$ cat src/design/seq_pkg.sv
// Purpose: Shared constants for the two-wire master status sequencer.
// Assumes: 32-bit APB data, one aligned word for each register.
// Notes: Status codes are held with the low three bits zero.
`default_nettype none
package seq_pkg;
  // Register byte offsets.
  localparam logic [11:0] OFS_CTRL   = 12'h000;
  localparam logic [11:0] OFS_STATUS = 12'h004;
  localparam logic [11:0] OFS_DATA   = 12'h008;
  // Control register bit positions.
  localparam int BIT_FLAG  = 7;
  localparam int BIT_ACK   = 6;
  localparam int BIT_START = 5;
  localparam int BIT_STOP  = 4;
  localparam int BIT_WCOL  = 3;
  localparam int BIT_EN    = 2;
  // Values after reset.
  localparam logic [7:0] RST_DATA  = 8'hFF;
  localparam logic [7:0] RST_CODE  = 8'hF8;
  localparam logic [1:0] RST_PRESC = 2'h0;
  // Status codes.
  localparam logic [7:0] CODE_START   = 8'h08;
  localparam logic [7:0] CODE_REP     = 8'h10;
  localparam logic [7:0] CODE_AW_ACK  = 8'h18;
  localparam logic [7:0] CODE_AW_NACK = 8'h20;
  localparam logic [7:0] CODE_DW_ACK  = 8'h28;
  localparam logic [7:0] CODE_DW_NACK = 8'h30;
  localparam logic [7:0] CODE_ARB     = 8'h38;
  localparam logic [7:0] CODE_AR_ACK  = 8'h40;
  localparam logic [7:0] CODE_AR_NACK = 8'h48;
  localparam logic [7:0] CODE_DR_ACK  = 8'h50;
  localparam logic [7:0] CODE_DR_NACK = 8'h58;
  // Bit timing: half an SCL period.
  localparam int CLK_PERIOD_NS = 40;
  localparam int SCL_HALF_NS   = 5000;
  localparam logic [7:0] HALF_CYC = 8'((SCL_HALF_NS + CLK_PERIOD_NS - 1) / CLK_PERIOD_NS);
  localparam logic [3:0] ACK_BIT  = 4'h8;
  // Sequencer states.
  typedef enum logic [11:0] {
    ST_IDLE   = 12'b0000_0000_0001,
    ST_WAIT   = 12'b0000_0000_0010,
    ST_STRT_H = 12'b0000_0000_0100,
    ST_STRT_L = 12'b0000_0000_1000,
    ST_HOLD   = 12'b0000_0001_0000,
    ST_LOW    = 12'b0000_0010_0000,
    ST_HIGH   = 12'b0000_0100_0000,
    ST_REP_A  = 12'b0000_1000_0000,
    ST_REP_B  = 12'b0001_0000_0000,
    ST_STOP_A = 12'b0010_0000_0000,
    ST_STOP_B = 12'b0100_0000_0000,
    ST_STOP_C = 12'b1000_0000_0000
  } seq_state_e;
endpackage
`default_nettype wire

$ cat src/design/i2c_master_status_sequencer.sv
// Purpose: Master side of a byte-oriented two-wire bus with status codes, over APB.
// Assumes: SCL and SDA are open-drain pins resolved outside; pclk 25 MHz.
// Notes: Each START, byte or arbitration loss stops the sequencer until software clears the step flag; a STOP does not.
// Behaviour
// (RQ1) Start request writes enable, start, flag one.
// (RQ2) START issued only once bus is free.
// (RQ3) After START, flag set, code 0x08.
// (RQ4) Address direction bit selects transmit or receive.
// (RQ5) Load read address, then clear flag.
// (RQ6) Read address ends with 0x38, 0x40 or 0x48.
// (RQ7) Received byte readable while flag set.
// (RQ8) Software NACKs the last received byte.
// (RQ9) STOP requested by stop bit, flag one.
// (RQ10) Repeated START reports 0x10, bus kept.
// (RQ11) Acked data byte reports 0x28, next sent.
// (RQ12) Nacked data byte reports 0x30, same options.
// (RQ13) Start without stop sends repeated START.
// (RQ14) Stop alone sends STOP, clears stop bit.
// (RQ15) Start and stop: STOP, then new START.
// (RQ16) Arbitration loss reports 0x38, then release bus.
// (RQ17) After loss, start waits free bus, restarts.
// (RQ18) Status read with prescaler bits kept apart.
// (RQ19) Flag set holds the bus transfer suspended.
// (RQ20) Data write with flag low: dropped, collision.
// (RQ21) Writing zero to flag does nothing.
//
// Implementation choices: the APB register port and the register offsets.
`default_nettype none
module i2c_master_status_sequencer
  import seq_pkg::*;
(
  // Clock, reset and enable.
  input  wire logic        pclk,
  input  wire logic        presetn,
  input  wire logic        ce,
  // APB slave.
  input  wire logic        psel,
  input  wire logic        penable,
  input  wire logic        pwrite,
  input  wire logic [11:0] paddr,
  input  wire logic [31:0] pwdata,
  output logic             pready,
  output logic [31:0]      prdata,
  output logic             pslverr,
  // Two-wire bus pins.
  input  wire logic        scl_i,
  output logic             scl_o,
  output logic             scl_oe_n,
  input  wire logic        sda_i,
  output logic             sda_o,
  output logic             sda_oe_n
);
  seq_state_e  state_q;
  seq_state_e  state_d;
  logic [2:0]  scl_sync_q;
  logic [2:0]  sda_sync_q;
  logic        scl_f_q;
  logic        sda_f_q;
  logic        sda_prev_q;
  logic        busy_q;
  logic        flag_q;
  logic        ack_en_q;
  logic        start_q;
  logic        stop_q;
  logic        wcol_q;
  logic        en_q;
  logic [1:0]  presc_q;
  logic [7:0]  code_q;
  logic [7:0]  data_q;
  logic [7:0]  sh_q;
  logic [3:0]  bit_q;
  logic [7:0]  cnt_q;
  logic        rx_q;
  logic        addr_q;
  logic        own_q;
  logic        lost_q;
  logic        scl_rel_q;
  logic        sda_rel_q;
  logic        wr_acc;
  logic        wr_ctrl;
  logic        wr_data;
  logic        tmr_done;
  logic        stall;
  logic        my_sda;
  logic        tx_now;
  logic        bit_end;
  logic        arb_lost;
  logic        byte_end;
  logic        start_end;
  logic        stop_end;
  logic [7:0]  byte_code;

  // APB decode; the slave always answers in the access cycle while enabled.
  assign pready  = ce;
  assign wr_acc  = psel && penable && pwrite && ce;
  assign wr_ctrl = wr_acc && (paddr == OFS_CTRL);
  assign wr_data = wr_acc && (paddr == OFS_DATA);

  // Read data and error are captured in the setup cycle.
  always_ff @(posedge pclk or negedge presetn)
  begin
    if (!presetn)
    begin
      prdata  <= 32'h0000_0000;
      pslverr <= 1'b0;
    end
    else if (ce && psel && !penable)
    begin
      prdata  <= 32'h0000_0000;
      pslverr <= 1'b0;
      unique case (paddr)
        OFS_CTRL:   prdata[7:0] <= {flag_q, ack_en_q, start_q, stop_q, wcol_q, en_q, 2'b00};
        OFS_STATUS: prdata[7:0] <= {code_q[7:3], 1'b0, presc_q}; // RQ18
        OFS_DATA:   prdata[7:0] <= data_q; // RQ7
        default:    pslverr     <= 1'b1;
      endcase
    end
  end

  // Three-stage synchronisers; the filtered level moves once stages two and three agree.
  always_ff @(posedge pclk or negedge presetn)
  begin
    if (!presetn)
    begin
      scl_sync_q <= 3'b111;
      sda_sync_q <= 3'b111;
      scl_f_q    <= 1'b1;
      sda_f_q    <= 1'b1;
      sda_prev_q <= 1'b1;
    end
    else if (ce)
    begin
      scl_sync_q <= {scl_sync_q[1:0], scl_i};
      sda_sync_q <= {sda_sync_q[1:0], sda_i};
      if (scl_sync_q[1] == scl_sync_q[2])
        scl_f_q <= scl_sync_q[2];
      if (sda_sync_q[1] == sda_sync_q[2])
        sda_f_q <= sda_sync_q[2];
      sda_prev_q <= sda_f_q;
    end
  end

  // Bus busy tracking from START and STOP seen on the wires.
  always_ff @(posedge pclk or negedge presetn)
  begin
    if (!presetn)
      busy_q <= 1'b0;
    else if (ce && scl_f_q && (sda_prev_q != sda_f_q))
      busy_q <= sda_prev_q;
  end

  // Bit engine terms.
  assign tmr_done  = (cnt_q == 8'h00);
  assign stall     = !scl_f_q && ((state_q == ST_HIGH) || (state_q == ST_REP_B) || (state_q == ST_STOP_B));
  // The address byte is always sent by us, even when its direction bit asks for a read.
  assign tx_now    = !rx_q || addr_q;
  assign my_sda    = tx_now ? ((bit_q == ACK_BIT) ? 1'b1 : sh_q[7]) : ((bit_q == ACK_BIT) ? !ack_en_q : 1'b1);
  assign bit_end   = ce && (state_q == ST_HIGH) && tmr_done && scl_f_q;
  assign arb_lost  = bit_end && my_sda && !sda_f_q && ((bit_q == ACK_BIT) != tx_now); // RQ16
  assign byte_end  = bit_end && !arb_lost && (bit_q == ACK_BIT);
  assign start_end = ce && (state_q == ST_STRT_L) && tmr_done;
  assign stop_end  = ce && (state_q == ST_STOP_C) && tmr_done;

  // Status code for a finished byte, by phase and direction.
  always_comb
  begin
    if (addr_q)
      byte_code = rx_q ? (sda_f_q ? CODE_AR_NACK : CODE_AR_ACK)
                       : (sda_f_q ? CODE_AW_NACK : CODE_AW_ACK); // RQ6
    else
      byte_code = rx_q ? (sda_f_q ? CODE_DR_NACK : CODE_DR_ACK)
                       : (sda_f_q ? CODE_DW_NACK : CODE_DW_ACK); // RQ11 RQ12
  end

  // Next state of the sequencer.
  always_comb
  begin
    state_d = state_q;
    unique case (state_q)
      ST_IDLE:   if (en_q && start_q && !flag_q) state_d = ST_WAIT;
      ST_WAIT:   if (!busy_q) state_d = ST_STRT_H; // RQ2
      ST_STRT_H:
      begin
        if (busy_q)
          state_d = ST_WAIT; // RQ17
        else if (tmr_done && scl_f_q && sda_f_q)
          state_d = ST_STRT_L;
      end
      ST_STRT_L: if (tmr_done) state_d = ST_HOLD; // RQ3
      ST_HOLD:
      begin
        if (!flag_q)
        begin
          if (lost_q)
            state_d = start_q ? ST_WAIT : ST_IDLE; // RQ16 RQ17
          else if (stop_q)
            state_d = ST_STOP_A; // RQ14 RQ15
          else if (start_q)
            state_d = ST_REP_A; // RQ13
          else
            state_d = ST_LOW; // RQ11 RQ12
        end
      end
      ST_LOW:    if (tmr_done) state_d = ST_HIGH;
      ST_HIGH:
      begin
        if (tmr_done && scl_f_q)
          state_d = (arb_lost || (bit_q == ACK_BIT)) ? ST_HOLD : ST_LOW;
      end
      ST_REP_A:  if (tmr_done) state_d = ST_REP_B;
      ST_REP_B:  if (tmr_done && scl_f_q) state_d = ST_STRT_L;
      ST_STOP_A: if (tmr_done) state_d = ST_STOP_B;
      ST_STOP_B: if (tmr_done && scl_f_q) state_d = ST_STOP_C;
      ST_STOP_C: if (tmr_done) state_d = ST_IDLE;
      default:   state_d = ST_IDLE;
    endcase
    if (!en_q)
      state_d = ST_IDLE;
  end

  // State register and phase timer; the timer restarts on each state change.
  always_ff @(posedge pclk or negedge presetn)
  begin
    if (!presetn)
    begin
      state_q <= ST_IDLE;
      cnt_q   <= HALF_CYC;
    end
    else if (ce)
    begin
      state_q <= state_d;
      if ((state_d != state_q) || stall)
        cnt_q <= HALF_CYC;
      else if (!tmr_done)
        cnt_q <= cnt_q - 8'h01;
    end
  end

  // Shift register, bit count, direction and ownership.
  always_ff @(posedge pclk or negedge presetn)
  begin
    if (!presetn)
    begin
      sh_q   <= 8'h00;
      bit_q  <= 4'h0;
      rx_q   <= 1'b0;
      addr_q <= 1'b0;
      own_q  <= 1'b0;
      lost_q <= 1'b0;
    end
    else if (ce)
    begin
      if (start_end)
      begin
        own_q  <= 1'b1;
        addr_q <= 1'b1;
        rx_q   <= 1'b0;
      end
      if ((state_q == ST_HOLD) && (state_d == ST_LOW))
      begin
        sh_q  <= data_q;
        bit_q <= 4'h0;
        if (addr_q)
          rx_q <= data_q[0]; // RQ4
      end
      if (bit_end && !arb_lost)
      begin
        bit_q <= bit_q + 4'h1;
        if (bit_q != ACK_BIT)
          sh_q <= {sh_q[6:0], sda_f_q};
      end
      if (byte_end)
        addr_q <= 1'b0;
      if (arb_lost)
      begin
        lost_q <= 1'b1;
        own_q  <= 1'b0;
      end
      if ((state_q == ST_HOLD) && !flag_q && lost_q)
        lost_q <= 1'b0;
      if (stop_end || (state_d == ST_IDLE))
        own_q <= 1'b0;
    end
  end

  // Pin drive; released whenever the bus is not ours.
  always_ff @(posedge pclk or negedge presetn)
  begin
    if (!presetn)
    begin
      scl_rel_q <= 1'b1;
      sda_rel_q <= 1'b1;
    end
    else if (ce)
    begin
      scl_rel_q <= 1'b1;
      sda_rel_q <= 1'b1;
      unique case (state_q)
        ST_STRT_L: sda_rel_q <= 1'b0;
        ST_HOLD:
        begin
          scl_rel_q <= lost_q; // RQ19
          sda_rel_q <= lost_q || sda_rel_q; // SDA holds while SCL falls.
        end
        ST_LOW:
        begin
          // SDA moves only after SCL has been low a cycle, so no false START or STOP.
          scl_rel_q <= 1'b0;
          sda_rel_q <= (cnt_q == HALF_CYC) ? sda_rel_q : my_sda;
        end
        ST_HIGH:   sda_rel_q <= my_sda;
        ST_REP_A:  scl_rel_q <= 1'b0;
        ST_STOP_A:
        begin
          scl_rel_q <= 1'b0;
          sda_rel_q <= 1'b0;
        end
        ST_STOP_B: sda_rel_q <= 1'b0;
        default:   scl_rel_q <= 1'b1;
      endcase
      if (arb_lost)
      begin
        scl_rel_q <= 1'b1;
        sda_rel_q <= 1'b1;
      end
    end
  end
  assign scl_o    = 1'b0;
  assign sda_o    = 1'b0;
  assign scl_oe_n = scl_rel_q;
  assign sda_oe_n = sda_rel_q;

  // Step flag and status code; a hardware event beats a software clear.
  always_ff @(posedge pclk or negedge presetn)
  begin
    if (!presetn)
    begin
      flag_q <= 1'b0;
      code_q <= RST_CODE;
    end
    else if (ce)
    begin
      if (wr_ctrl && pwdata[BIT_FLAG])
        flag_q <= 1'b0; // RQ21
      if (start_end)
      begin
        flag_q <= 1'b1;
        code_q <= own_q ? CODE_REP : CODE_START; // RQ3 RQ10
      end
      if (arb_lost)
      begin
        flag_q <= 1'b1;
        code_q <= CODE_ARB; // RQ16
      end
      else if (byte_end)
      begin
        flag_q <= 1'b1;
        code_q <= byte_code;
      end
    end
  end

  // Control bits; the stop bit clears itself when the STOP is done.
  always_ff @(posedge pclk or negedge presetn)
  begin
    if (!presetn)
    begin
      ack_en_q <= 1'b0;
      start_q  <= 1'b0;
      stop_q   <= 1'b0;
      en_q     <= 1'b0;
      presc_q  <= RST_PRESC;
    end
    else if (ce)
    begin
      if (stop_end)
        stop_q <= 1'b0; // RQ14 RQ15
      if (wr_ctrl)
      begin
        ack_en_q <= pwdata[BIT_ACK];
        start_q  <= pwdata[BIT_START];
        stop_q   <= pwdata[BIT_STOP];
        en_q     <= pwdata[BIT_EN];
      end
      if (wr_acc && (paddr == OFS_STATUS))
        presc_q <= pwdata[1:0];
    end
  end

  // Data register and write collision; received bytes land here.
  always_ff @(posedge pclk or negedge presetn)
  begin
    if (!presetn)
    begin
      data_q <= RST_DATA;
      wcol_q <= 1'b0;
    end
    else if (ce)
    begin
      if (wr_data)
      begin
        if (flag_q)
        begin
          data_q <= pwdata[7:0];
          wcol_q <= 1'b0;
        end
        else
          wcol_q <= 1'b1; // RQ20
      end
      if (byte_end && rx_q && !addr_q)
        data_q <= sh_q; // RQ7
    end
  end
endmodule
`default_nettype wire

$ cat config.mk
export PLATFORM = sky130hd
export DESIGN_NAME = i2c_master_status_sequencer
export DESIGN_NICKNAME = d
export VERILOG_FILES = /design/src/design/seq_pkg.sv /design/src/design/i2c_master_status_sequencer.sv
export SDC_FILE = /design/constraint.sdc
export NUM_CORES = 1
export LEC_CHECK = 0
export BUFFER_PORTS_ARGS = -buffer_cell sky130_fd_sc_hd__buf_2
export CAP_MARGIN = 20
export CORE_ASPECT_RATIO = 1.2
export CORE_MARGIN = 8
export CORE_UTILIZATION = 50
export CTS_BUF_LIST = sky130_fd_sc_hd__clkbuf_8
export DETAILED_ROUTE_END_ITERATION = 6
export PLACE_DENSITY_LB_ADDON = 0.2
export SYNTH_ARGS = -nofsm -noshare
export SYNTH_HDL_FRONTEND = slang
export SYNTH_SLANG_ARGS = --single-unit
$ cat constraint.sdc
create_clock -name pclk -period 3.7 [get_ports pclk]
set_clock_uncertainty 0.15 [all_clocks]
set_input_delay 0.74 -clock pclk [delete_from_list [all_inputs] [get_ports pclk]]
set_output_delay 0.74 -clock pclk [all_outputs]
set_load 0.02 [all_outputs]
======== Word level (Yosys, flattened, before mapping) ========
Index checks and enable logic that the tools add are counted.
cells by class
  magnitude comparators ................... 0
  $mul .................................... 0
  multiplexer cells ....................... 67
  divide/modulo/power cells ............... 0
  add/subtract/negate cells ............... 2
  reduce and logical (&&, ||, !) cells .... 77
  equal/unequal tests ..................... 26
  bitwise operators ....................... 0
  shift operators ......................... 0
operators with widths
  cell                  count
  $mux 12               14
  $pmux 12 s12          1
  $mux 8                12
  $logic_and 1x1->1     33
  $reduce_and 2->1      14
  $eq 12x1->1 const B   2
  $eq 12x3->1 const B   2
  $eq 12x4->1 const B   2
  $eq 12x6->1 const B   2
  $pmux 8 s3            1
  $mux 1                23
  $mux 7                3
  $mux 10               2
  $mux 4                4
  $eq 12x10->1 const B  1
  $eq 12x11->1 const B  1
  $eq 12x12->1 const B  1
  $eq 12x2->1 const B   1
  $eq 12x5->1 const B   1
  $eq 12x7->1 const B   1
  $eq 12x8->1 const B   1
  $eq 12x9->1 const B   1
  $logic_not 12->1      1
  $mux 6                2
  other kinds (22)      46
word-level totals
  latch bits .............................. 0
  register bits after elaboration ......... 81
  ROM bits ................................ 0
  input bits .............................. 52
  memories kept ........................... 0
  bits in writable memories ............... 0
  output and inout port bits .............. 38
  logic and storage cells ................. 199

======== Longest topological paths before layout ========
Gate-level depths: netlist of run 1.
  depth in word-level cells ............... 17
  depth in mapped cells ................... 11
  gate-level depth less buffers ........... 10

======== Worst setup path before layout of run 1 ========
No wires, ideal clock.
  path kind ............................... input port to flip-flop
  from .................................... input port paddr[11]
  to ...................................... register ack_en_q
  setup time .............................. 0.125 ns
  cell stages on the path ................. 6
  path buffers ............................ 1
  path slack .............................. 0.968 ns
  required time ........................... 3.425 ns
  arrival ................................. 2.457 ns
  cell sequence ........................... nor4_1 nand3_1 or2_2 clkbuf_1 nor3_1 mux2_2
between the ends
  cells in the longest elaborated chain, start to end .. 3
ends and longest elaborated chain
  element                            RTL line                            source
  start: declaration                 i2c_master_status_sequencer.sv:40   input wire logic [11:0] paddr,
  $logic_not 12->1                   i2c_master_status_sequencer.sv:96   assign wr_ctrl = wr_acc && (paddr == OFS_CTRL);
  $logic_and 1x1->1                  i2c_master_status_sequencer.sv:96
  $reduce_and 2->1 (no source line)  n/a
  end signal: assignment             i2c_master_status_sequencer.sv:380  ack_en_q <= pwdata[BIT_ACK];
  end: declaration                   i2c_master_status_sequencer.sv:62   logic ack_en_q;
Every way passes these cells.
A chain may end at the register's enable or synchronous reset.

======== Worst setup path after layout of run 1 ========
  from .................................... register state_q[6]
  to ...................................... register sh_q[0]
between the ends
  cells in the longest elaborated chain, start to end .. 17
  elaborated cells between the ends (all ways) .. 42
  classes of those cells .................. 13 x eq/ne; 19 x mux; 10 x reduce/logical
ends and longest elaborated chain
  element                          RTL line                                                                source
  start: declaration               i2c_master_status_sequencer.sv:53                                       seq_state_e state_q;
  start signal: assignment         i2c_master_status_sequencer.sv:231                                      state_q <= state_d;
  $eq 12x7->1                      i2c_master_status_sequencer.sv:158, i2c_master_status_sequencer.sv:179
  $logic_and 1x1->1 (3 in series)  i2c_master_status_sequencer.sv:158                                      assign bit_end = ce && (state_q == ST_HIGH) && tmr_done && scl_f_q;
  $logic_and 1x1->1 (3 in series)  i2c_master_status_sequencer.sv:159                                      assign arb_lost = bit_end && my_sda && !sda_f_q && ((bit_q == ACK_BIT) != tx_now);
  $logic_or 1x1->1                 i2c_master_status_sequencer.sv:208                                      state_d = (arb_lost || (bit_q == ACK_BIT)) ? ST_HOLD : ST_LOW;
  $mux 6                           i2c_master_status_sequencer.sv:208
  $mux 12                          i2c_master_status_sequencer.sv:207                                      if (tmr_done && scl_f_q)
  $pmux 12 s12                     i2c_master_status_sequencer.sv:179                                      unique case (state_q)
  $mux 12                          i2c_master_status_sequencer.sv:217                                      if (!en_q)
  $eq 12x6->1                      i2c_master_status_sequencer.sv:259                                      if ((state_q == ST_HOLD) && (state_d == ST_LOW))
  $logic_and 1x1->1                i2c_master_status_sequencer.sv:259
  $mux 8                           i2c_master_status_sequencer.sv:259
  $mux 8                           i2c_master_status_sequencer.sv:269                                      if (bit_q != ACK_BIT)
  $mux 8 *                         i2c_master_status_sequencer.sv:266                                      if (bit_end && !arb_lost)
  end signal: assignment           i2c_master_status_sequencer.sv:261                                      sh_q <= data_q;
  end signal: assignment           i2c_master_status_sequencer.sv:270                                      sh_q <= {sh_q[6:0], sda_f_q};
  end: declaration                 i2c_master_status_sequencer.sv:70                                       logic [7:0] sh_q;
Every way passes the cells marked *; elsewhere a longest branch is shown, timed or not.

==> results.sh, run 1 <==
export IMPL_drcViolationCount=0
export IMPL_postRouteAntennaNets=0
export IMPL_clock_sinks=78
export IMPL_synth_simple_area_share=0.274
export IMPL_finalSetupViolations=0
export IMPL_worst_pin_slew_ns=0.674
export IMPL_synth_fa_ha_area_frac=0.0159
export IMPL_fill_cells=996
export IMPL_cp_cell_sequence="nor4_4 > nand4_1 > a31oi_1 > or3_1 > o21ai_2 > a2111oi_4 > buf_12 > nor3_1 > a211oi_1"
export IMPL_post_cts_buffers=0
export IMPL_synth_xor_area_frac=0.0207
export IMPL_rows=42
export IMPL_clk_pin_slew_ns=0.09
export IMPL_crit_type="register to register"
export IMPL_synth_seq_cells=78
export IMPL_ys_seq_area_frac=0.361
export IMPL_grt_antenna_before_repair=0
export IMPL_dr_pass1_iters=5
export IMPL_final_cell_mix="nand2_1, nor2_1, dfrtp_1"
export IMPL_seqPwrFrac=0.493
export IMPL_synth_top_area_frac=0.213
export IMPL_grt_max_degree=58
export IMPL_ys_flop_type="dfrtp_1"
export IMPL_synth_distinct_cells=83
export IMPL_netSwitchingPower_uw=555
export IMPL_drv_cap=0
export IMPL_nets=719
export IMPL_arrival_ns=3.41
export IMPL_final_common_cell="nand2_1"
export IMPL_cp_end_kind="register"
export IMPL_num_vias=4874
export IMPL_p_int_mw=1.41
export IMPL_max_stage_delay_ns=0.58
export IMPL_vdd_drop_max_mv=0.208
export IMPL_dieWidth_um=112
export IMPL_clk_root_buffer_cell="clkbuf_8"
export IMPL_powerDensity_mw_per_mm2=327
export IMPL_status="finished clean"
export IMPL_drt_iter0_markers=214
export IMPL_synth_top_family_by_area="simple AND/OR/NAND/NOR gates"
export IMPL_initial_utilization=0.507
export IMPL_wl_met2_um=8330
export IMPL_netSwitchingFraction=0.282
export IMPL_cts_resized=0
export IMPL_synth_area_mux_share=0.0536
export IMPL_maxSlewHeadroom=0.547
export IMPL_cp_start_kind="register"
export IMPL_maxSlewViolCount=0
export IMPL_cp_num_buf_inv=1
export IMPL_dieArea_sq_mm=0.0146
export IMPL_finalHoldViolCount=0
export IMPL_synth_compound_area_frac=0.180
export IMPL_dr_wl_met3_um=849
export IMPL_synthArstFlopShare=1.00
export IMPL_synth_edff_count=0
export IMPL_synth_avg_cell_area_sq_um=8.90
export IMPL_portBuffers=39
export IMPL_worst_path_max_delay_cell="nor4_4"
export IMPL_cts_hold_buf=0
export IMPL_rsz0062_at_grt="false"
export IMPL_cts_tree="yes"
export IMPL_ys_warnings_count=0
export IMPL_core_area_sq_mm=0.0109
export IMPL_crit_fanout=12
export IMPL_globalRouteTotalUtil=0.230
export IMPL_path_delay_family="simple AND/OR/NAND/NOR gates"
export IMPL_layout_setup_ws_ns=0.405
export IMPL_wl_per_cell_um=20.7
export IMPL_power_leakage_nw=2.55
export IMPL_cts_max_level=3
export IMPL_place_ws_ns=0.485
export IMPL_drive_gt1_frac=0.262
export IMPL_synthesis_instances=619
export IMPL_antenna_cells=0
export IMPL_crit_required_ns=3.81
export IMPL_overflow=0
export IMPL_numCtsBuffers=9
export IMPL_rrSetupSlack_ns=0.41
export IMPL_p_comb_frac=0.134
export IMPL_vias_per_cell=6.12
export IMPL_yosysTopAreaCell="dfrtp_1"
export IMPL_top_layer="met4"
export IMPL_ioPinCount=90
export IMPL_syn_to_final_growth_pct=9.15
export IMPL_synthesis_area_sq_mm=0.00551
export IMPL_routed_wl_um=16500
export IMPL_p_clk_frac=0.373
export IMPL_grt_pass1_vias=4994
export IMPL_hp_class="primary input to async pin"
export IMPL_fin_crit_ns=3.29
export IMPL_synth_area_leaders="dfrtp_1, dfstp_2, buf_4"
export IMPL_clk_path_buf_depth=2
export IMPL_dpl_hpwl_um=12500
export IMPL_timing_fmax_mhz=304
export IMPL_finish_instance_area_sq_mm=0.00601
export IMPL_drt_met1_wl_um=6540
export IMPL_dpl_cell_area_sq_mm=0.00579
export IMPL_period_share=0.890
export IMPL_final_setup_tns_ns=0
export IMPL_die_h_um=131
export IMPL_gp_congestion=0.943
export IMPL_grt_pass1_wl_um=26300
export IMPL_worstSkewPairLatency_ns=0.36
per-stage QoR:
step                 util  power, mW  instances  hold slack (ns)
finish              0.553       1.97        797            0.239
detailed placement  0.532       1.25        781            0.313
global placement    0.532       1.24        781            0.307
floorplan               -       1.16        644            0.294
CTS                 0.553       1.99        797            0.244
global route        0.553       2.05        797            0.267
power groups by stage:
stage	logic [mW]	registers, mW	clock network (mW)
6_report	0.263	0.969	0.733
5_1_grt	0.290	0.975	0.784
4_1_cts	0.263	0.969	0.754
3_5_place_dp	0.262	0.984	0
3_3_place_gp	0.256	0.981	0
2_1_floorplan	0.195	0.965	0
routing by layer:
| layer | up-vias | global-route usage |
|---|---|---|
| met5 | - | 0 |
| met1 | 2371 | 0.255 |
| met3 | 50 | 0.0460 |
| met4 | 0 | 0.130 |
| li1 | 2289 | - |
| met2 | 164 | 0.409 |
path summary, 6_finish.rpt:
kind,cells past startpoint,endpoint,start
max,9,sh_q[0]$_DFFE_PN0P_,state_q[6]$_DFFE_PN0P_
min,1,state_q[7]$_DFFE_PN0P_,presetn
max reg2reg,9,sh_q[0]$_DFFE_PN0P_,state_q[6]$_DFFE_PN0P_
min reg2reg,2,scl_oe_n$_DFFE_PN1P_,scl_oe_n$_DFFE_PN1P_
max in group asynchronous,2,cnt_q[0]$_DFFE_PN1P_,presetn
min in group pclk,2,scl_oe_n$_DFFE_PN1P_,scl_oe_n$_DFFE_PN1P_
sequential cells by signal, indices dropped and copies added (netlist names), 2 cells and up:
signal and flops:
cnt_q 8, bit_q 4, data_q 8, prdata 8
code_q 5, scl_sync_q 3, sda_sync_q 3, state_q 12
sh_q 8, presc_q 2
layout make-up:
class | count | area [sq um] | area share
flip-flops and latches | 78 | 1990 | 0.331
repair buffers | 70 | 443 | 0.0736
clock buffers | 10 | 138 | 0.0229
multi-input cells | 476 | 3100 | 0.515
inverters | 25 | 93.8 | 0.0156
well taps | 132 | 165 | 0.0275
clock inverters | 6 | 86.3 | 0.0144
cell usage after synthesis (3+ instances only):
master     n
nor3b_1    8
and4b_1    3
a31oi_1    7
o21a_1     3
nand2b_1   4
o21ai_2    3
nor4b_1    3
xor2_1     8
buf_6      5
and3_1     7
nor4_1    12
nor2b_1    8
and2_1     3
o211ai_1   3
a21oi_1   38
buf_4     34
ha_1       7
xnor2_1    5
nor3_2     8
a211oi_1   4
nor3_1    15
or3_1      9
nand2_1   54
a211oi_2   6
dfrtp_1   47
nand3_1   21
a41oi_1    3
nor2_1    51
nand3b_1   3
inv_1     25
mux2_2    12
nand4_1   16
dfstp_2   31
and3b_1    3
clkbuf_1  14
o31ai_1    7
or4_1      5
buf_2      9
or2_2      5
a22oi_1    3
o21ai_0   35
and4_1     4
mux2i_1   16
cells by family (layout without fill, tap and decap cells):
group | count (synthesis) | after routing
AO/OA/AOI/OAI | 141 | 141
adder cells (fa/ha/maj) | 7 | 7
XOR/XNOR | 13 | 13
AND/OR/NAND/NOR | 261 | 261
flip-flops | 78 | 78
buffers and inverters | 90 | 111
multiplexers | 28 | 28
other | 1 | 26
worst reg2reg max path, delay by kind of cell (launching register included):
kind	cells	cell delay [ns]
simple gates	4	1.28
compound gates	4	1.06
flops	1	0.50
buf+inv	1	0.20
Note: power is estimated with default switching activity, not from simulation.
==> run 2, diff against run 1 <==
--- a/config.mk
+++ b/config.mk
@@ -5,6 +5,7 @@
 export SDC_FILE = /design/constraint.sdc
 export NUM_CORES = 1
 export LEC_CHECK = 0
+export ABC_AREA = 1
 export BUFFER_PORTS_ARGS = -buffer_cell sky130_fd_sc_hd__buf_2
 export CAP_MARGIN = 20
 export CORE_ASPECT_RATIO = 1.2
==> results.sh, run 2 <==
export IMPL_synthesis_instances=794
export IMPL_worst_pin_slew_ns=0.756
export IMPL_maxSlewViolCount=0
export IMPL_die_h_um=134
export IMPL_ys_flop_type="dfrtp_1"
export IMPL_crit_type="register to register"
export IMPL_nets=883
export IMPL_grt_pass1_vias=5436
export IMPL_worstSkewPairLatency_ns=0.37
export IMPL_grt_pass1_wl_um=26900
export IMPL_dieArea_sq_mm=0.0153
export IMPL_drv_cap=0
export IMPL_drive_gt1_frac=0.220
export IMPL_drt_iter0_markers=406
export IMPL_rows=43
export IMPL_antenna_cells=0
export IMPL_cpMostUsedCell="nand2_1"
export IMPL_period_share=0.875
export IMPL_num_vias=5419
export IMPL_ys_seq_area_frac=0.343
export IMPL_cp_end_kind="register"
export IMPL_drcViolationCount=0
export IMPL_timing_fmax_mhz=309
export IMPL_routed_wl_um=16100
export IMPL_postRouteAntennaNets=0
export IMPL_cts_hold_buf=0
export IMPL_syn_to_final_growth_pct=6.93
export IMPL_dpl_cell_area_sq_mm=0.00599
export IMPL_finalSetupViolations=0
export IMPL_rsz0062_at_grt="false"
export IMPL_clk_pin_slew_ns=0.10
export IMPL_synthesis_area_sq_mm=0.00581
export IMPL_dpl_hpwl_um=12200
export IMPL_core_area_sq_mm=0.0115
export IMPL_overflow=0
export IMPL_synth_avg_cell_area_sq_um=7.32
export IMPL_vias_per_cell=5.50
export IMPL_power_leakage_nw=2.99
export IMPL_ys_warnings_count=0
export IMPL_cts_resized=0
export IMPL_crit_fanout=14
export IMPL_dr_pass1_iters=5
export IMPL_dieWidth_um=114
export IMPL_final_common_cell="nand2_1"
export IMPL_finalHoldViolCount=0
export IMPL_initial_utilization=0.507
export IMPL_synth_area_leaders="dfrtp_1, dfstp_2, nand2_1"
export IMPL_crit_required_ns=3.84
export IMPL_clk_root_buffer_cell="clkbuf_8"
export IMPL_post_cts_buffers=0
export IMPL_finish_instance_area_sq_mm=0.00621
export IMPL_cts_tree="yes"
export IMPL_synth_distinct_cells=59
export IMPL_yosysTopAreaCell="dfrtp_1"
export IMPL_rr_worst_depth=20
export IMPL_fin_crit_ns=3.24
export IMPL_synth_most_common_cell="nand2_1"
export IMPL_worst_path_max_delay_cell="dfrtp_1"
export IMPL_largest_register="state_q"
export IMPL_synth_edff_count=0
export IMPL_vdd_drop_max_mv=0.220
export IMPL_largest_reg_flops=12
export IMPL_maxSlewHeadroom=0.491
export IMPL_clock_sinks=78
export IMPL_ioPinCount=90
export IMPL_grt_antenna_before_repair=0
export IMPL_cts_max_level=3
export IMPL_status="finished clean"
export IMPL_synthArstFlopShare=1.00
export IMPL_hp_class="primary input to async pin"
export IMPL_wl_per_cell_um=16.3
export IMPL_synth_seq_cells=78
export IMPL_gp_congestion=0.929
export IMPL_globalRouteTotalUtil=0.220
export IMPL_powerDensity_mw_per_mm2=378
export IMPL_final_setup_tns_ns=0
export IMPL_grt_max_degree=79
export IMPL_clk_path_buf_depth=2
export IMPL_cp_start_kind="register"
export IMPL_portBuffers=39
export IMPL_arrival_ns=3.37
export IMPL_synthTopCellsByCount="nand2_1, inv_1, nor2_1"
export IMPL_cp_cell_sequence="inv_1 > ha_1 > nand2_1 > nor2_1 > nand2_2 > nor2_4 > nand2_2 > nand2_1 > o21ai_0 > nand2_1 > xor2_1 > inv_1 > nand2_2 > inv_2 > nand3_2 > nor2_4 > nand3_4 > nand2_4 > o21ai_1 > nand2_1"
export IMPL_numCtsBuffers=9
export IMPL_max_stage_delay_ns=0.41
export IMPL_synth_top_area_frac=0.202
export IMPL_final_cell_mix="nand2_1, inv_1, nor2_1"
-- run 2: changes by cell type after synthesis, moves of 9 or more --
cell     change
nand2_2     +15
nand2_1    +126
nand3_1     +32
inv_2       +20
o21ai_1     +16
or3_1        -9
mux2i_1     -11
o21ai_0     +27
nor2_2       +9
nor2_1      +13
inv_1       +52
-- run 2: routing by layer --
layer  vias up  GRT usage  routed length, um
met2       140      0.378               8030
met3        39     0.0342                726
li1       2625          -                  -
met4         0      0.102                569
met1      2615      0.262               6760
met5         -          0                  0
-- run 2: cells by family after synthesis --
family	count (synthesis)	synth area share
compound gates	155	0.158
buf+inv	152	0.124
flops	78	0.343
xor+xnor	5	0.00754
simple gates	387	0.336
other cells	1	0.000645
mux	9	0.0164
fa+ha+maj	7	0.0151
-- run 2: layout make-up --
| cell class | count | area [sq um] |
|---|---|---|
| inverter | 103 | 390 |
| clock inverter | 6 | 56.3 |
| fill | 1177 | 5250 |
| multi-input combinational | 589 | 3190 |
| clock buffer | 10 | 138 |
| sequential | 78 | 1990 |
| timing repair buffer | 43 | 248 |
| tap | 157 | 196 |
-- run 2: path summary, 6_finish.rpt --
path                                                 from                         to  slack [ns]
worst min register to register  sda_sync_q[2]$_DFFE_PN1P_  sda_sync_q[2]$_DFFE_PN1P_        0.32
worst max-delay path                 cnt_q[1]$_DFFE_PN0P_       cnt_q[5]$_DFFE_PN1P_        0.46
worst max register to register       cnt_q[1]$_DFFE_PN0P_       cnt_q[5]$_DFFE_PN1P_        0.46
min in group pclk               sda_sync_q[2]$_DFFE_PN1P_  sda_sync_q[2]$_DFFE_PN1P_        0.32
max in group asynchronous                         presetn      code_q[4]$_DFFE_PN1P_        2.58
worst min-delay path                              presetn     state_q[2]$_DFFE_PN0P_        0.15
-- run 2: metrics by stage --
step / instances / hold slack (ns) / worst slack, ns / utilization / total power [mW]
6_report: 986 / 0.153 / 0.462 / 0.542 / 2.35
5_1_grt: 986 / 0.175 / 0.165 / 0.542 / 2.47
4_1_cts: 985 / 0.324 / 0.486 / 0.540 / 2.35
3_5_place_dp: 969 / 0.312 / 0.517 / 0.523 / 1.69
3_3_place_gp: 969 / 0.307 / 0.572 / 0.523 / 1.67
2_1_floorplan: 819 / 0.288 / 1.17 / - / 1.54
-- run 2: critical path, delay by kind of cell, from the launching register on --
family | cells | cell delay (ns)
simple gates | 13 | 1.62
flops | 1 | 0.41
xor+xnor | 1 | 0.31
buf+inv | 3 | 0.25
compound gates | 2 | 0.22
fa+ha+maj | 1 | 0.20
-- run 2: power by group --
group / switching (mW) / internal (mW)
Clock: 0.339 / 0.325
Sequential: 0.0794 / 0.937
Combinational: 0.459 / 0.207
Total: 0.877 / 1.47
==> run 3, diff against run 2 <==
--- a/config.mk
+++ b/config.mk
@@ -11,7 +11,7 @@
 export CORE_ASPECT_RATIO = 1.2
 export CORE_MARGIN = 8
 export CORE_UTILIZATION = 50
-export CTS_BUF_LIST = sky130_fd_sc_hd__clkbuf_8
+export CTS_BUF_LIST = sky130_fd_sc_hd__clkbuf_4
 export DETAILED_ROUTE_END_ITERATION = 6
 export PLACE_DENSITY_LB_ADDON = 0.2
 export SYNTH_ARGS = -nofsm -noshare
==> results.sh, run 3 (synthesis gave the netlist of run 2 again) <==
export IMPL_cp_start_kind="register"
export IMPL_grt_pass1_vias=5419
export IMPL_rows=43
export IMPL_core_area_sq_mm=0.0115
export IMPL_dieWidth_um=114
export IMPL_overflow=0
export IMPL_gp_congestion=0.929
export IMPL_finalSetupViolations=0
export IMPL_crit_fanout=14
export IMPL_largest_reg_flops=12
export IMPL_maxSlewHeadroom=0.497
export IMPL_p_clk_frac=0.244
export IMPL_num_vias=5398
export IMPL_nets=883
export IMPL_cts_max_level=3
export IMPL_timing_fmax_mhz=308
export IMPL_hp_class="primary input to async pin"
export IMPL_initial_utilization=0.507
export IMPL_dr_pass1_iters=5
export IMPL_drt_iter0_markers=420
export IMPL_postRouteAntennaNets=0
export IMPL_cp_num_buf_inv=3
export IMPL_ioPinCount=90
export IMPL_syn_to_final_growth_pct=5.96
export IMPL_largest_register="state_q"
export IMPL_arrival_ns=3.48
export IMPL_dpl_cell_area_sq_mm=0.00599
export IMPL_globalRouteTotalUtil=0.221
export IMPL_power_leakage_nw=2.96
export IMPL_cp_cell_sequence="inv_1 > ha_1 > nand2_1 > nor2_1 > nand2_2 > nor2_4 > nand2_2 > nand2_1 > o21ai_0 > nand2_1 > xor2_1 > inv_1 > nand2_2 > inv_2 > nand3_2 > nor2_4 > nand3_4 > nand2_4 > o21ai_1 > nand2_1"
export IMPL_clk_root_buffer_cell="clkbuf_4"
export IMPL_cpMostUsedCell="nand2_1"
export IMPL_vdd_drop_max_mv=0.200
export IMPL_period_share=0.878
export IMPL_final_cell_mix="nand2_1, inv_1, nor2_1"
export IMPL_finish_instance_area_sq_mm=0.00616
export IMPL_powerDensity_mw_per_mm2=362
export IMPL_numCtsBuffers=9
export IMPL_dieArea_sq_mm=0.0153
export IMPL_rsz0062_at_grt="false"
export IMPL_p_comb_frac=0.299
export IMPL_final_setup_tns_ns=0
export IMPL_drcViolationCount=0
export IMPL_finalHoldViolCount=0
export IMPL_max_stage_delay_ns=0.42
export IMPL_cts_resized=0
export IMPL_portBuffers=39
export IMPL_path_delay_family="simple AND/OR/NAND/NOR gates"
export IMPL_maxSlewViolCount=0
export IMPL_cts_hold_buf=0
export IMPL_grt_max_degree=79
export IMPL_worst_pin_slew_ns=0.749
export IMPL_finalNonFillerCells=987
export IMPL_clk_path_buf_depth=2
export IMPL_die_h_um=134
export IMPL_status="finished clean"
export IMPL_clk_pin_slew_ns=0.15
export IMPL_netSwitchingFraction=0.389
export IMPL_crit_required_ns=3.93
export IMPL_final_common_cell="nand2_1"
export IMPL_routed_wl_um=16100
export IMPL_fin_crit_ns=3.25
export IMPL_worst_path_max_delay_cell="dfrtp_1"
export IMPL_dp_cells=969
export IMPL_seqPwrFrac=0.457
export IMPL_vias_per_cell=5.47
export IMPL_grt_antenna_before_repair=1
export IMPL_drv_cap=0
export IMPL_cp_end_kind="register"
export IMPL_cts_tree="yes"
export IMPL_dpl_hpwl_um=12200
export IMPL_crit_type="register to register"
export IMPL_grt_pass1_wl_um=26900
export IMPL_p_int_mw=1.36
export IMPL_post_cts_buffers=0
export IMPL_clock_sinks=78
export IMPL_worstSkewPairLatency_ns=0.46
export IMPL_netSwitchingPower_uw=866
export IMPL_drive_gt1_frac=0.221
export IMPL_wl_per_cell_um=16.4
## run 3: cell types whose count changed in the layout (fill, tap and decap cells not counted), sizes merged
cell and delta:
clkbuf +1, clkinv +1, diode +1, inv -2
## run 3: power groups by stage
stage | registers, mW | clock network [mW] | logic [mW]
3_5_place_dp | 1.03 | 0 | 0.660
3_3_place_gp | 1.03 | 0 | 0.644
4_1_cts | 1.02 | 0.552 | 0.662
5_1_grt | 1.03 | 0.580 | 0.742
2_1_floorplan | 1.01 | 0 | 0.537
6_report | 1.02 | 0.543 | 0.666
## run 3: per-stage QoR
| step | hold slack (ns) | utilization | worst slack, ns | power [mW] |
|---|---|---|---|---|
| finish | 0.0450 | 0.537 | 0.452 | 2.23 |
| CTS | 0.300 | 0.535 | 0.476 | 2.23 |
| floorplan | 0.288 | - | 1.17 | 1.54 |
| global route | 0.0533 | 0.537 | 0.154 | 2.35 |
| global placement | 0.307 | 0.523 | 0.572 | 1.67 |
| detailed placement | 0.312 | 0.523 | 0.517 | 1.69 |
## run 3: area by class of cell
| cell class | instances | area (sq um) |
|---|---|---|
| Fill cell | 1181 | 5300 |
| Multi-Input combinational cell | 589 | 3190 |
| Sequential cell | 78 | 1990 |
| Inverter | 103 | 390 |
| Timing Repair Buffer | 43 | 248 |
| Tap cell | 157 | 196 |
| Clock buffer | 11 | 82.6 |
| Clock inverter | 5 | 52.6 |
| Antenna cell | 1 | 2.50 |
## run 3: worst paths after layout
check | endpoint | depth (start not counted) | slack, ns | startpoint
worst max-delay path | cnt_q[5]$_DFFE_PN1P_ | 20 | 0.45 | cnt_q[1]$_DFFE_PN0P_
min in group pclk | sda_sync_q[2]$_DFFE_PN1P_ | 2 | 0.33 | sda_sync_q[2]$_DFFE_PN1P_
worst min-delay path | state_q[2]$_DFFE_PN0P_ | 1 | 0.05 | presetn
worst max register to register | cnt_q[5]$_DFFE_PN1P_ | 20 | 0.45 | cnt_q[1]$_DFFE_PN0P_
worst min register to register | sda_sync_q[2]$_DFFE_PN1P_ | 2 | 0.33 | sda_sync_q[2]$_DFFE_PN1P_
max in group asynchronous | code_q[4]$_DFFE_PN1P_ | 2 | 2.68 | presetn
## run 3: per-layer routing
layer | routed length, um | vias up | global-route usage
li1 | - | 2628 | -
met1 | 6840 | 2578 | 0.261
met2 | 8060 | 154 | 0.384
met3 | 715 | 38 | 0.0310
met4 | 524 | 0 | 0.100
met5 | 0 | - | 0
